File: src/pkg/ccl_pkg.sv
// Purpose: Shared constants and types for the comparator control logic
// Assumes: Single clock at 100 MHz, byte-wide register port
// Notes: Register reached by data-space or I/O-space address
package ccl_pkg;
   localparam int unsigned ADDR_W = 8;
   localparam logic [7:0] OUT_CTRL_DATA_OFS = 8'h4f;
   localparam logic [7:0] IO_SPACE_BASE = 8'h20;
   localparam logic [7:0] IO_SPACE_LAST = 8'h3f;
   localparam logic [7:0] OUT_CTRL_RESET = 8'h00;
   localparam int unsigned PIN_EN_BIT = 0;
   localparam int unsigned NUM_CHANNELS = 8;
   localparam int unsigned CHAN_SEL_W = 3;

   typedef enum logic [1:0] {
      CCL_EDGE_TOGGLE,
      CCL_EDGE_RESERVED,
      CCL_EDGE_FALL,
      CCL_EDGE_RISE
   } ccl_edge_mode_e;

   // Register access request
   typedef struct packed {
      logic wr;
      logic rd;
      logic io_space;
      logic [7:0] addr;
      logic [7:0] wdata;
   } ccl_reg_req_s;

   // Converter-side settings that steer the negative input
   typedef struct packed {
      logic mux_borrow_enable;
      logic converter_enable;
      logic converter_power_reduce;
      logic [CHAN_SEL_W-1:0] channel_select_low;
   } ccl_mux_cfg_s;
endpackage : ccl_pkg

File: src/hdl/ccl_sync.sv
// Purpose: Two-flop synchroniser with registered previous sample
// Assumes: Clock enable freezes all state
// Notes: First flop is read only by the second
`timescale 1ns/100ps
module ccl_sync (
   input wire logic clk,
   input wire logic rst_b,
   input wire logic clk_en,
   input wire logic d,
   output logic q,
   output logic q_prev
);
   logic meta;

   always_ff @(posedge clk or negedge rst_b) begin
      if (!rst_b) begin
         meta <= 1'b0;
         q <= 1'b0;
         q_prev <= 1'b0;
      end else if (clk_en) begin
         meta <= d;
         q <= meta;
         q_prev <= q;
      end
   end
endmodule : ccl_sync

File: src/hdl/ccl_top.sv
// Purpose: Digital control around an analog voltage comparator
// Assumes: Analog compare done outside; raw_compare is its decision
// Notes: Single output-control register; others arrive as plain inputs
`timescale 1ns/100ps
module ccl_top (
   input wire logic clk,
   input wire logic rst_b,
   input wire logic clk_en,
   input wire ccl_pkg::ccl_reg_req_s reg_req,
   output logic [7:0] reg_rdata,
   output logic reg_hit,
   input wire ccl_pkg::ccl_mux_cfg_s mux_cfg,
   output logic [ccl_pkg::CHAN_SEL_W-1:0] neg_channel_sel,
   output logic neg_use_channel,
   input wire logic raw_compare,
   input wire logic capture_route_enable,
   input wire logic irq_enable,
   input wire ccl_pkg::ccl_edge_mode_e irq_edge_mode,
   input wire logic irq_flag_clear,
   output logic compare_result,
   output logic capture_trigger,
   output logic irq_flag,
   output logic irq_request,
   output logic result_pin,
   output logic result_pin_oe
);
   // ------------------------------------------------------------
   // Negative input selection
   // ------------------------------------------------------------
   // Borrow only when converter is off; power reduce is software's duty
   wire logic borrow_mux = mux_cfg.mux_borrow_enable & ~mux_cfg.converter_enable;
   logic neg_use_q;
   logic [ccl_pkg::CHAN_SEL_W-1:0] neg_sel_q;

   always_ff @(posedge clk or negedge rst_b) begin
      if (!rst_b) begin
         neg_use_q <= 1'b0;
         neg_sel_q <= '0;
      end else if (clk_en) begin
         neg_use_q <= borrow_mux;
         neg_sel_q <= mux_cfg.channel_select_low;
      end
   end
   assign neg_use_channel = neg_use_q;
   assign neg_channel_sel = neg_sel_q;

   // ------------------------------------------------------------
   // Result sampling
   // ------------------------------------------------------------
   logic res_q;
   logic res_prev;

   ccl_sync u_sync (
      .clk(clk),
      .rst_b(rst_b),
      .clk_en(clk_en),
      .d(raw_compare),
      .q(res_q),
      .q_prev(res_prev)
   );
   assign compare_result = res_q;

   // ------------------------------------------------------------
   // Edge detect and interrupt flag
   // ------------------------------------------------------------
   wire logic rise = res_q & ~res_prev;
   wire logic fall = ~res_q & res_prev;
   logic edge_hit;

   always_comb begin
      unique case (irq_edge_mode)
         ccl_pkg::CCL_EDGE_TOGGLE: edge_hit = rise | fall;
         ccl_pkg::CCL_EDGE_FALL: edge_hit = fall;
         ccl_pkg::CCL_EDGE_RISE: edge_hit = rise;
         default: edge_hit = 1'b0;
      endcase
   end

   logic flag_q;
   // Set wins over a clear in the same cycle
   wire logic next_flag = edge_hit | (flag_q & ~irq_flag_clear);

   always_ff @(posedge clk or negedge rst_b) begin
      if (!rst_b) begin
         flag_q <= 1'b0;
      end else if (clk_en) begin
         flag_q <= next_flag;
      end
   end
   assign irq_flag = flag_q;
   assign irq_request = flag_q & irq_enable;

   // ------------------------------------------------------------
   // Timer capture path
   // ------------------------------------------------------------
   logic cap_q;

   always_ff @(posedge clk or negedge rst_b) begin
      if (!rst_b) begin
         cap_q <= 1'b0;
      end else if (clk_en) begin
         cap_q <= capture_route_enable & res_q;
      end
   end
   assign capture_trigger = cap_q;

   // ------------------------------------------------------------
   // Output-control register
   // ------------------------------------------------------------
   wire logic [7:0] io_ofs = ccl_pkg::OUT_CTRL_DATA_OFS - ccl_pkg::IO_SPACE_BASE;
   wire logic io_ok = reg_req.addr <= ccl_pkg::IO_SPACE_LAST;
   wire logic hit_io = reg_req.io_space & io_ok & (reg_req.addr == io_ofs);
   wire logic hit_data = ~reg_req.io_space & (reg_req.addr == ccl_pkg::OUT_CTRL_DATA_OFS);
   wire logic hit = hit_io | hit_data;
   logic [7:0] ctrl_q;
   logic [7:0] rdata_q;

   always_ff @(posedge clk or negedge rst_b) begin
      if (!rst_b) begin
         ctrl_q <= ccl_pkg::OUT_CTRL_RESET;
         rdata_q <= 8'h00;
      end else if (clk_en) begin
         if (hit & reg_req.wr) begin
            // Only bit 0 exists; others read zero
            ctrl_q <= reg_req.wdata & 8'h01;
         end
         if (reg_req.rd) begin
            rdata_q <= hit ? ctrl_q : 8'h00;
         end
      end
   end
   assign reg_rdata = rdata_q;
   assign reg_hit = hit;

   // ------------------------------------------------------------
   // Result pin
   // ------------------------------------------------------------
   logic pin_q;

   always_ff @(posedge clk or negedge rst_b) begin
      if (!rst_b) begin
         pin_q <= 1'b0;
      end else if (clk_en) begin
         pin_q <= res_q;
      end
   end
   assign result_pin = pin_q;
   assign result_pin_oe = ctrl_q[ccl_pkg::PIN_EN_BIT];
endmodule : ccl_top

File: config.mk
export PLATFORM = sky130hd
export DESIGN_NAME = ccl_top
export DESIGN_NICKNAME = d
export VERILOG_FILES = /design/src/pkg/ccl_pkg.sv /design/src/hdl/ccl_sync.sv /design/src/hdl/ccl_top.sv
export SDC_FILE = /design/constraint.sdc
export NUM_CORES = 1
export LEC_CHECK = 0
export BUFFER_PORTS_ARGS = -buffer_cell sky130_fd_sc_hd__buf_2
export CAP_MARGIN = 5
export CORE_MARGIN = 3
export CORE_UTILIZATION = 36
export DETAILED_ROUTE_END_ITERATION = 8
export PLACE_DENSITY = 0.77
export SYNTH_ARGS = -nofsm -noshare
export SYNTH_HDL_FRONTEND = slang
export SYNTH_SLANG_ARGS = --single-unit
File: constraint.sdc
create_clock -name clk -period 1.6 [get_ports clk]
set_clock_uncertainty 0.05 [all_clocks]
set_input_delay 0.16 -clock clk [delete_from_list [all_inputs] [get_ports clk]]
set_output_delay 0.16 -clock clk [all_outputs]
set_load 0.05 [all_outputs]
==> results of run 1 <==
-- metal layers --
layer	up-vias	GRT usage, %	part of all wire [%]
li1	259	-	-
met1	222	13.00	37
met2	30	21.93	50
met3	2	3.448	11
met4	0	6.630	1.4
met5	-	0	0
-- worst max-delay path, cell delays in order --
cell,delay (ns)
buf_2,0.10
or3b_4,0.42
a211oi_4,0.21
buf_2,0.30
-- report_power, final --
group | internal (mW) | leakage, nW | switching, mW
combinational | 0.0754 | 0.288 | 0.192
clock | 0.0964 | 0.0150 | 0.0854
sequential | 0.306 | 0.137 | 0.0162
-- area by class of cell --
type | instances | area [µm²]
clock buffer | 4 | 26.28
fill | 144 | 726.9
inverter | 4 | 15.01
multi-input combinational | 38 | 291.5
sequential | 11 | 276.5
tap | 16 | 20.02
timing repair buffer | 39 | 202.7
-- synthesized netlist by cell type, drive strengths merged, types with 2 or more instances --
library cell,count,share of area [%]
dfrtp,11,45
nand2,4,2.5
inv,4,2.5
nand3,2,1.6
ha,2,4.1
o21ai,4,3.3
clkbuf,2,1.2
mux2,5,9.2
buf,7,8.6
nor2b,2,2.0
nand3b,2,2.5
-- through the flow --
| step | instance area (µm²) | hold WS (ns) | utilization, % |
|---|---|---|---|
| after floorplan | 643.1 | -0.1856 | - |
| after global placement | 795.8 | -0.01441 | 51.04 |
| after detailed placement | 795.8 | -0.01156 | 51.04 |
| after CTS | 832.0 | 0.05504 | 53.37 |
| after global routing | 832.0 | 0.05955 | 53.37 |
| final | 832.0 | 0.06144 | 53.37 |
-- kinds of logic (layout without fill, tap and decap cells) --
kind of cell               Yosys count  in the layout  synth area share [%]
AOI/OAI and AO/OA                   10             10                 15.34
adders and majority gates            2              2                 4.089
buffers and inverters               13             47                 12.27
DFF                                 11             11                 44.99
muxes                                5              5                 9.202
other                                1              7                0.6129
and+or+nand+nor                     14             14                 13.50
-- path summary, 6_finish.rpt --
path                       slack, ns  depth (start not counted)         from         endpoint
max                             0.19                          4  reg_req[16]          reg_hit
min                             0.06                          2   reg_req[0]        ctrl_q[0]
max reg2reg                     0.25                          5     u_sync.q         irq_flag
min reg2reg                     0.44                          2  u_sync.meta         u_sync.q
max in group asynchronous       1.04                          2        rst_b         u_sync.q
min in group asynchronous       0.25                          2        rst_b  capture_trigger
==> results.md, run 1 <==
* Tightest Hold Check Type: in2reg
* Die area at 0.002230 mm²
* Largest net degree at the start of global routing at 17
* Fin Setup TNS at 0 ns
* Pwr/cell area at 926.4 mW/mm²
* Synth warn at 0
* Hold buffer count at cts at 1
* Fin crit share at between 80% and 90%
* Ant diodes at 0
* Drt total wl at approximately 1200 µm
* Routed Antenna Nets at 0
* Vias/cell at about 4.6
* Most frequent cells in the layout: buf_2, dfrtp_1, conb_1
* Most common cell after layout, fill and taps aside: buf_2
* Htree depth at 1
* Peak VDD IR at roughly 0.00057 V
* CTS Sinks at 11
* #FFs+latches synth at 11
* Routed via count at a little over 500
* Data required time of the worst path at between 1 and 1.5 ns
* Cells after DPL at between 100 and 150
* Layout net count at roughly 130
* Post-CTS Setup Bufs at 0
* Initial Util at between 30 and 40%
* Worst-case clock buffer depth at 2
* Share of cells above drive strength 1 at between 50% and 60%
* Finished Layout Cells at about 110
* Avg Cell Area, Syn at around 11 µm²
* CTS buffer count at 3
* Final setup margin at 0.1929 ns
* Pre-CTS setup slack at around 0.069 ns
* Initial DRC count at 7
* Syn Std Cell Area at slightly above 600 µm²
* Final Wtd Congestion at 0.6530
* Seq/Total Area, Yosys at around 45%
* DP HPWL at 1043 µm
* Crit path max fanout at 2
* Worst setup EP type: output pin
* Initial antenna violation count at 0
* Gr usage total at approximately 12%
* Clock transition at the registers of the reported paths at ~0.06 ns
* Max-cap viol count at 0
* Startpoint Class: input port
* Yosys cell types at 23
* LEAKAGE at between 0.4 and 0.5 nW
* Vias in the first global route at slightly below 500
* Remaining DRCs at 0
* Row cnt at 14
* Overall power at about 0.77 mW
* Final setup violation count at 0
* Synthesis-to-finish area growth at 35.99%
* Hold Fails Final Rpt at 0
* Grt total ovfl at 0
* Die outline height at about 47 µm
* Core area at approximately 0.0016 mm²
* First-pass GRT wire length at 1932 µm
* Slew Limit Fails at 0
* DRT Pass-1 Iters at 4
* Top_reg_cell synth: dfrtp_1
* Clock root buffer: clkbuf_4
* CTS tree: done
* Die width at ~47 µm
* WL/cell at around 11 µm
* Cells after Synth at 56
* Ys async rst share at 100.0%
* EDFF count, synth at 0
* Tmin final at 1.407 ns
* F_max at approximately 710 MHz
* Post_cts resized at 0
* RSZ-0062 raised after global routing: no
* Clock latency on the worst-skew pair at 0.26 ns
* Status: finished clean
* Critical Setup Path Class: in2out
* Top-Level Pins at 53
* Number of port buffers at 37
* Max reg flops at 3
* Data arrival time of the critical path at around 1.2 ns
Note: power is estimated with default switching activity, not from simulation.
==> run 2, diff against run 1 <==
--- a/config.mk
+++ b/config.mk
@@ -11,6 +11,7 @@
 export CORE_UTILIZATION = 36
 export DETAILED_ROUTE_END_ITERATION = 8
 export PLACE_DENSITY = 0.77
+export REMOVE_ABC_BUFFERS = 1
 export SYNTH_ARGS = -nofsm -noshare
 export SYNTH_HDL_FRONTEND = slang
 export SYNTH_SLANG_ARGS = --single-unit
==> run 2 against run 1 <==
Design area shrank 1.1%. Final cell count unchanged. Setup slack got worse by 0.0085 ns. Combinational power about the same. Non-clock buffer count unchanged. Critical path type unchanged. Largest cell class unchanged.
==> results.md, run 2 (synthesized netlist as in run 1, its figures left out) <==
* Clock share of power at 23.2% (was 23.6%)
* Core area at 0.001559 mm² (unchanged)
* Max-cap viol count at 0 (unchanged)
* Ant diodes at 0 (unchanged)
* Drt total wl at 1215 µm (was 1219 µm)
* Final setup margin at 0.1844 ns (was 0.1929 ns)
* Critical Setup Path Class: in2out (unchanged)
* Data arrival time of the critical path at 1.21 ns (was 1.20 ns)
* Die area at 0.002230 mm² (unchanged)
* Sequential cell fraction of total power at 42.2% (was 41.7%)
* Post_cts resized at 0 (unchanged)
* F_max at 706.4 MHz (was 710.7 MHz)
* Post-CTS Setup Bufs at 0 (unchanged)
* Row cnt at 14 (unchanged)
* CTS Sinks at 11 (unchanged)
* Clock latency on the worst-skew pair at 0.26 ns (about the same)
* Status: finished clean (unchanged)
* Final Wtd Congestion at 0.6418 (was 0.6530)
* Vias/cell at 4.777 (was 4.580)
* Reg-to-Reg Start: u_sync.q (unchanged)
* Most used cell, CP: buf_2 (unchanged)
* Routed Antenna Nets at 0 (unchanged)
* Die outline height at 47.23 µm (unchanged)
* Routed via count at 535 (was 513)
* Peak VDD IR at 0.0004968 V (was 0.0005736 V)
* DRT Pass-1 Iters at 2 (was 4)
* Slew Limit Fails at 0 (unchanged)
* First-pass GRT wire length at 1718 µm (was 1932 µm)
* Fin Setup TNS at 0 ns (unchanged)
* Sw Pwr at 0.2892 mW (was 0.2935 mW)
* Hold buffer count at cts at 1 (unchanged)
* RSZ-0062 raised after global routing: no (unchanged)
* Reg2reg path depth at 5 (unchanged)
* DP HPWL at 1022 µm (was 1043 µm)
* Worst path cell trace: buf_2 > or3b_4 > a211oi_2 > buf_2 (was buf_2 > or3b_4 > a211oi_4 > buf_2)
* Fraction of power spent switching nets at 37.78% (was 38.08%)
* Worst-case clock buffer depth at 2 (unchanged)
* Initial antenna violation count at 0 (unchanged)
* Most frequent cells in the layout: buf_2, dfrtp_1, conb_1 (unchanged)
* Data required time of the worst path at 1.39 ns (about the same)
* Pwr/cell area at 929.7 mW/mm² (was 926.4 mW/mm²)
* Crit path max fanout at 2 (unchanged)
* Largest net degree at the start of global routing at 17 (unchanged)
* Clock root buffer: clkbuf_4 (unchanged)
* CP peak stage delay at 0.41 ns (was 0.42 ns)
* R2R Setup Slk at 0.22 ns (was 0.25 ns)
* Min-delay src: reg_req[0] (unchanged)
* Die width at 47.23 µm (unchanged)
* Initial Util at 39.25% (unchanged)
* Gr usage total at 11.31% (was 12.35%)
* Capturing point of the worst reg2reg path: irq_flag (unchanged)
* Crit path max-delay family: buffers and inverters (was simple AND/OR/NAND/NOR gates)
* Most common cell after layout, fill and taps aside: buf_2 (unchanged)
* Fin crit share at 88.48% (was 87.95%)
* Remaining DRCs at 0 (unchanged)
* CP max-delay cell: or3b_4 (unchanged)
* Worst setup EP type: output pin (unchanged)
* Number of port buffers at 37 (unchanged)
* Comb power frac at 34.6% (was 34.7%)
* Hold Fails Final Rpt at 0 (unchanged)
* CP Buf/Inv Count at 2 (unchanged)
* Max reg flops at 3 (unchanged)
* Vias in the first global route at 439 (was 491)
* Synthesis-to-finish area growth at 34.56% (was 35.99%)
* Layout net count at 133 (unchanged)
* Final setup violation count at 0 (unchanged)
* Grt total ovfl at 0 (unchanged)
* Internal at 0.4762 mW (was 0.4773 mW)
* Hold Path Sink: ctrl_q[0] (unchanged)
* Hold path cells at 2 (unchanged)
* WL/cell at 10.85 µm (was 10.88 µm)
* Overall power at 0.7654 mW (was 0.7708 mW)
* LEAKAGE at 0.4408 nW (was 0.4399 nW)
* CTS tree: done (unchanged)
* CTS buffer count at 3 (unchanged)
* Startpoint Class: input port (unchanged)
* Top-Level Pins at 53 (unchanged)
* Htree depth at 1 (unchanged)
* Tmin final at 1.416 ns (was 1.407 ns)
* Tightest Hold Check Type: in2reg (unchanged)
* Share of cells above drive strength 1 at 50.00% (was 51.04%)
* Clock transition at the registers of the reported paths at 0.06 ns (about the same)
* Initial DRC count at 1 (was 7)
* Pre-CTS setup slack at 0.09099 ns (was 0.06949 ns)
run 2: layout make-up:
class	instances	area (µm²)
Multi-Input combinational cell	38	284.0
Clock buffer	4	26.28
Inverter	4	15.01
Sequential cell	11	275.3
Tap cell	16	20.02
Timing Repair Buffer	39	202.7
Fill cell	145	735.7
run 2: power groups by stage:
stage | logic [mW] | registers, mW | clock network, mW
final | 0.265 | 0.323 | 0.178
after global routing | 0.283 | 0.327 | 0.211
after CTS | 0.267 | 0.323 | 0.188
after detailed placement | 0.265 | 0.328 | 0
after global placement | 0.261 | 0.326 | 0
after floorplan | 0.0973 | 0.413 | 0
run 2: worst max path at each step:
| stage | slack (ns) | cells past startpoint | from | to |
|---|---|---|---|---|
| 2_1_floorplan | -0.09 | 3 | reg_req[16] | reg_rdata[0] |
| 3_3_place_gp | 0.10 | 4 | reg_req[16] | ctrl_q[0] |
| 3_5_place_dp | 0.09 | 4 | reg_req[16] | ctrl_q[0] |
| 4_1_cts | 0.18 | 4 | reg_req[16] | reg_hit |
| 5_1_grt | 0.14 | 5 | u_sync.q | irq_flag |
| 6_report | 0.18 | 4 | reg_req[16] | reg_hit |
run 2: per-layer routing:
metal	vias up	share of wire (%)	GRT usage (%)
met3	2	11	3.831
met5	-	0	0
met1	240	44	12.21
li1	262	-	-
met2	31	44	18.18
met4	0	0.66	8.287
run 2: metrics by stage:
| stage | instance area [µm²] | utilization (%) | instances | hold WS, ns |
|---|---|---|---|---|
| floorplan | 574.3 | - | 53 | -0.1856 |
| global placement | 787.0 | 50.48 | 107 | -0.01524 |
| detailed placement | 787.0 | 50.48 | 107 | -0.01191 |
| CTS | 823.3 | 52.81 | 112 | 0.06901 |
| global route | 823.3 | 52.81 | 112 | 0.05307 |
| finish | 823.3 | 52.81 | 112 | 0.07778 |
==> run 3, diff against run 2 <==
--- a/config.mk
+++ b/config.mk
@@ -8,9 +8,9 @@
 export BUFFER_PORTS_ARGS = -buffer_cell sky130_fd_sc_hd__buf_2
 export CAP_MARGIN = 5
 export CORE_MARGIN = 3
-export CORE_UTILIZATION = 36
+export CORE_UTILIZATION = 39
 export DETAILED_ROUTE_END_ITERATION = 8
-export PLACE_DENSITY = 0.77
+export PLACE_DENSITY = 0.82
 export REMOVE_ABC_BUFFERS = 1
 export SYNTH_ARGS = -nofsm -noshare
 export SYNTH_HDL_FRONTEND = slang
==> constraint.sdc (replaced) <==
create_clock -name clk -period 1.8 [get_ports clk]
set_clock_uncertainty 0.05 [all_clocks]
set_input_delay 0.18 -clock clk [delete_from_list [all_inputs] [get_ports clk]]
set_output_delay 0.18 -clock clk [all_outputs]
set_load 0.05 [all_outputs]
==> run 3 against run 2 <==
Count of clock-buffer cells in the layout did not move. Power fell by 10%. Sequential share of layout area rose by 0.051 points. Via count rose by 2.4%. Wire length rose by 2.7%. Setup slack improved by 0.16 ns. Design area fell by 0.15%. Critical path type unchanged.
==> results.md, run 3 (synthesized netlist as in run 1, its figures left out) <==
* R2R Setup Slk at 0.40 ns (was 0.22 ns)
* Top-Level Pins at 53 (unchanged)
* Initial antenna violation count at 0 (unchanged)
* Ant diodes at 0 (unchanged)
* Die area at 0.002080 mm² (was 0.002230 mm²)
* Clock transition at the registers of the reported paths at 0.06 ns (about the same)
* Tmin final at approximately 1.5 ns
* Cells after DPL at 106 (was 107)
* CTS buffer count at 3 (unchanged)
* Most used cell, CP: buf_2 (unchanged)
* Layout net count at 133 (unchanged)
* Critical Setup Path Class: in2out (unchanged)
* Crit path max fanout at 2 (unchanged)
* Reg2reg path depth at 5 (unchanged)
* Pre-CTS setup slack at 0.2724 ns (was 0.09099 ns)
* Share of cells above drive strength 1 at 50.00% (unchanged)
* Slew Limit Fails at 0 (unchanged)
* CTS Sinks at 11 (unchanged)
* Reg-to-Reg Start: u_sync.q (unchanged)
* Data arrival time of the critical path at 1.23 ns (was 1.21 ns)
* DP HPWL at 1092 µm (was 1022 µm)
* First-pass GRT wire length at 1897 µm (was 1718 µm)
* Fin crit share at around four fifths
* Startpoint Class: input port (unchanged)
* Final setup margin at 0.3438 ns (was 0.1844 ns)
* Die width at 45.61 µm (was 47.23 µm)
* Clock root buffer: clkbuf_4 (unchanged)
* Gr usage total at 12.90% (was 11.31%)
* WL/cell at 11.24 µm (was 10.85 µm)
* Initial DRC count at 7 (was 1)
* Pwr/cell area at 834.5 mW/mm² (was 929.7 mW/mm²)
* Core area at 0.001383 mm² (was 0.001559 mm²)
* Htree depth at 1 (unchanged)
* Max reg flops at 3 (unchanged)
* LEAKAGE at 0.4408 nW (unchanged)
* Row cnt at 13 (was 14)
* Hold Fails Final Rpt at 0 (unchanged)
* Number of port buffers at 37 (unchanged)
* Hold Path Sink: ctrl_q[0] (unchanged)
* RSZ-0062 raised after global routing: no (unchanged)
* Worst path cell trace: buf_2 > or3b_4 > a211oi_2 > buf_2 (unchanged)
* Data required time of the worst path at 1.57 ns (was 1.39 ns)
* Die outline height at 45.61 µm (was 47.23 µm)
* Drt total wl at 1248 µm (was 1215 µm)
* Worst setup EP type: output pin (unchanged)
* Remaining DRCs at 0 (unchanged)
* Grt total ovfl at 0 (unchanged)
* CTS tree: done (unchanged)
* Most frequent cells in the layout: buf_2, dfrtp_1, conb_1 (unchanged)
* Max-cap viol count at 0 (unchanged)
* CP max-delay cell: or3b_4 (unchanged)
* Initial Util at 44.25% (was 39.25%)
* Largest net degree at the start of global routing at 17 (unchanged)
* Post-CTS Setup Bufs at 0 (unchanged)
* Final Wtd Congestion at 0.6637 (was 0.6418)
* Peak VDD IR at 0.0004874 V (was 0.0004968 V)
* Routed Antenna Nets at 0 (unchanged)
* F_max at approximately 690 MHz
* Routed via count at 548 (was 535)
* CP peak stage delay at 0.41 ns (about the same)
* Vias in the first global route at 483 (was 439)
* DRT Pass-1 Iters at 4 (was 2)
* Finished Layout Cells at 111 (was 112)
* Synthesis-to-finish area growth at 34.36% (was 34.56%)
* Tightest Hold Check Type: in2reg (unchanged)
* Worst-case clock buffer depth at 2 (unchanged)
* Vias/cell at 4.937 (was 4.777)
* Final setup violation count at 0 (unchanged)
* Fin Setup TNS at 0 ns (unchanged)
* Capturing point of the worst reg2reg path: irq_flag (unchanged)
* Most common cell after layout, fill and taps aside: buf_2 (unchanged)
* Hold path cells at 2 (unchanged)
* Status: finished clean (unchanged)
* Final hold slack at 0.09150 ns (was 0.07778 ns)
* Clock latency on the worst-skew pair at 0.26 ns (about the same)
* Min-delay src: reg_req[0] (unchanged)
run 3: cell counts in the layout (fill, tap and decap cells not counted):
No cell type changed its count.
run 3: power by group:
part	switching (mW)	leakage, nW	internal, mW
logic	0.170	0.288	0.0674
clock network	0.0769	0.0150	0.0855
registers	0.0152	0.138	0.271
run 3: how the worst max path moves through the flow:
| stage | start | end | slack (ns) |
|---|---|---|---|
| final | reg_req[16] | reg_hit | 0.34 |
| after global routing | reg_req[16] | reg_hit | 0.29 |
| after CTS | reg_req[16] | reg_hit | 0.32 |
| after detailed placement | reg_req[16] | ctrl_q[0] | 0.27 |
| after global placement | reg_req[16] | ctrl_q[0] | 0.28 |
| after floorplan | reg_req[16] | reg_rdata[0] | 0.09 |
run 3: repair_timing:
item,CTS,global route
hold buffers,1,0
hold endpoints to repair,11,0
resized for setup,0,0
run 3: routing by layer:
layer | GRT usage (%) | wire, µm
met3 | 7.115 | 168
met1 | 14.25 | 465
met5 | 0 | 0
met2 | 21.17 | 614
met4 | 3.509 | 0
run 3: layout make-up:
class,count,area [µm²]
clock buffer,4,26.28
fill,129,560.5
inverter,4,15.01
multi-input combinational,38,284.0
sequential,11,275.3
tap,15,18.77
timing repair buffer,39,202.7
run 3: critical path: cells and delay by family:
family	cells	cell delay (ns)
and+or+nand+nor	1	0.41
buffers and inverters	2	0.40
AOI/OAI and AO/OA	1	0.23
run 3: through the flow:
step	util [%]	area [µm²]	power [mW]
after detailed placement	56.83	785.8	0.5295
final	59.46	822.0	0.6860
after CTS	59.46	822.0	0.6968
after floorplan	-	574.3	0.4536
after global routing	59.46	822.0	0.7306
after global placement	56.83	785.8	0.5221
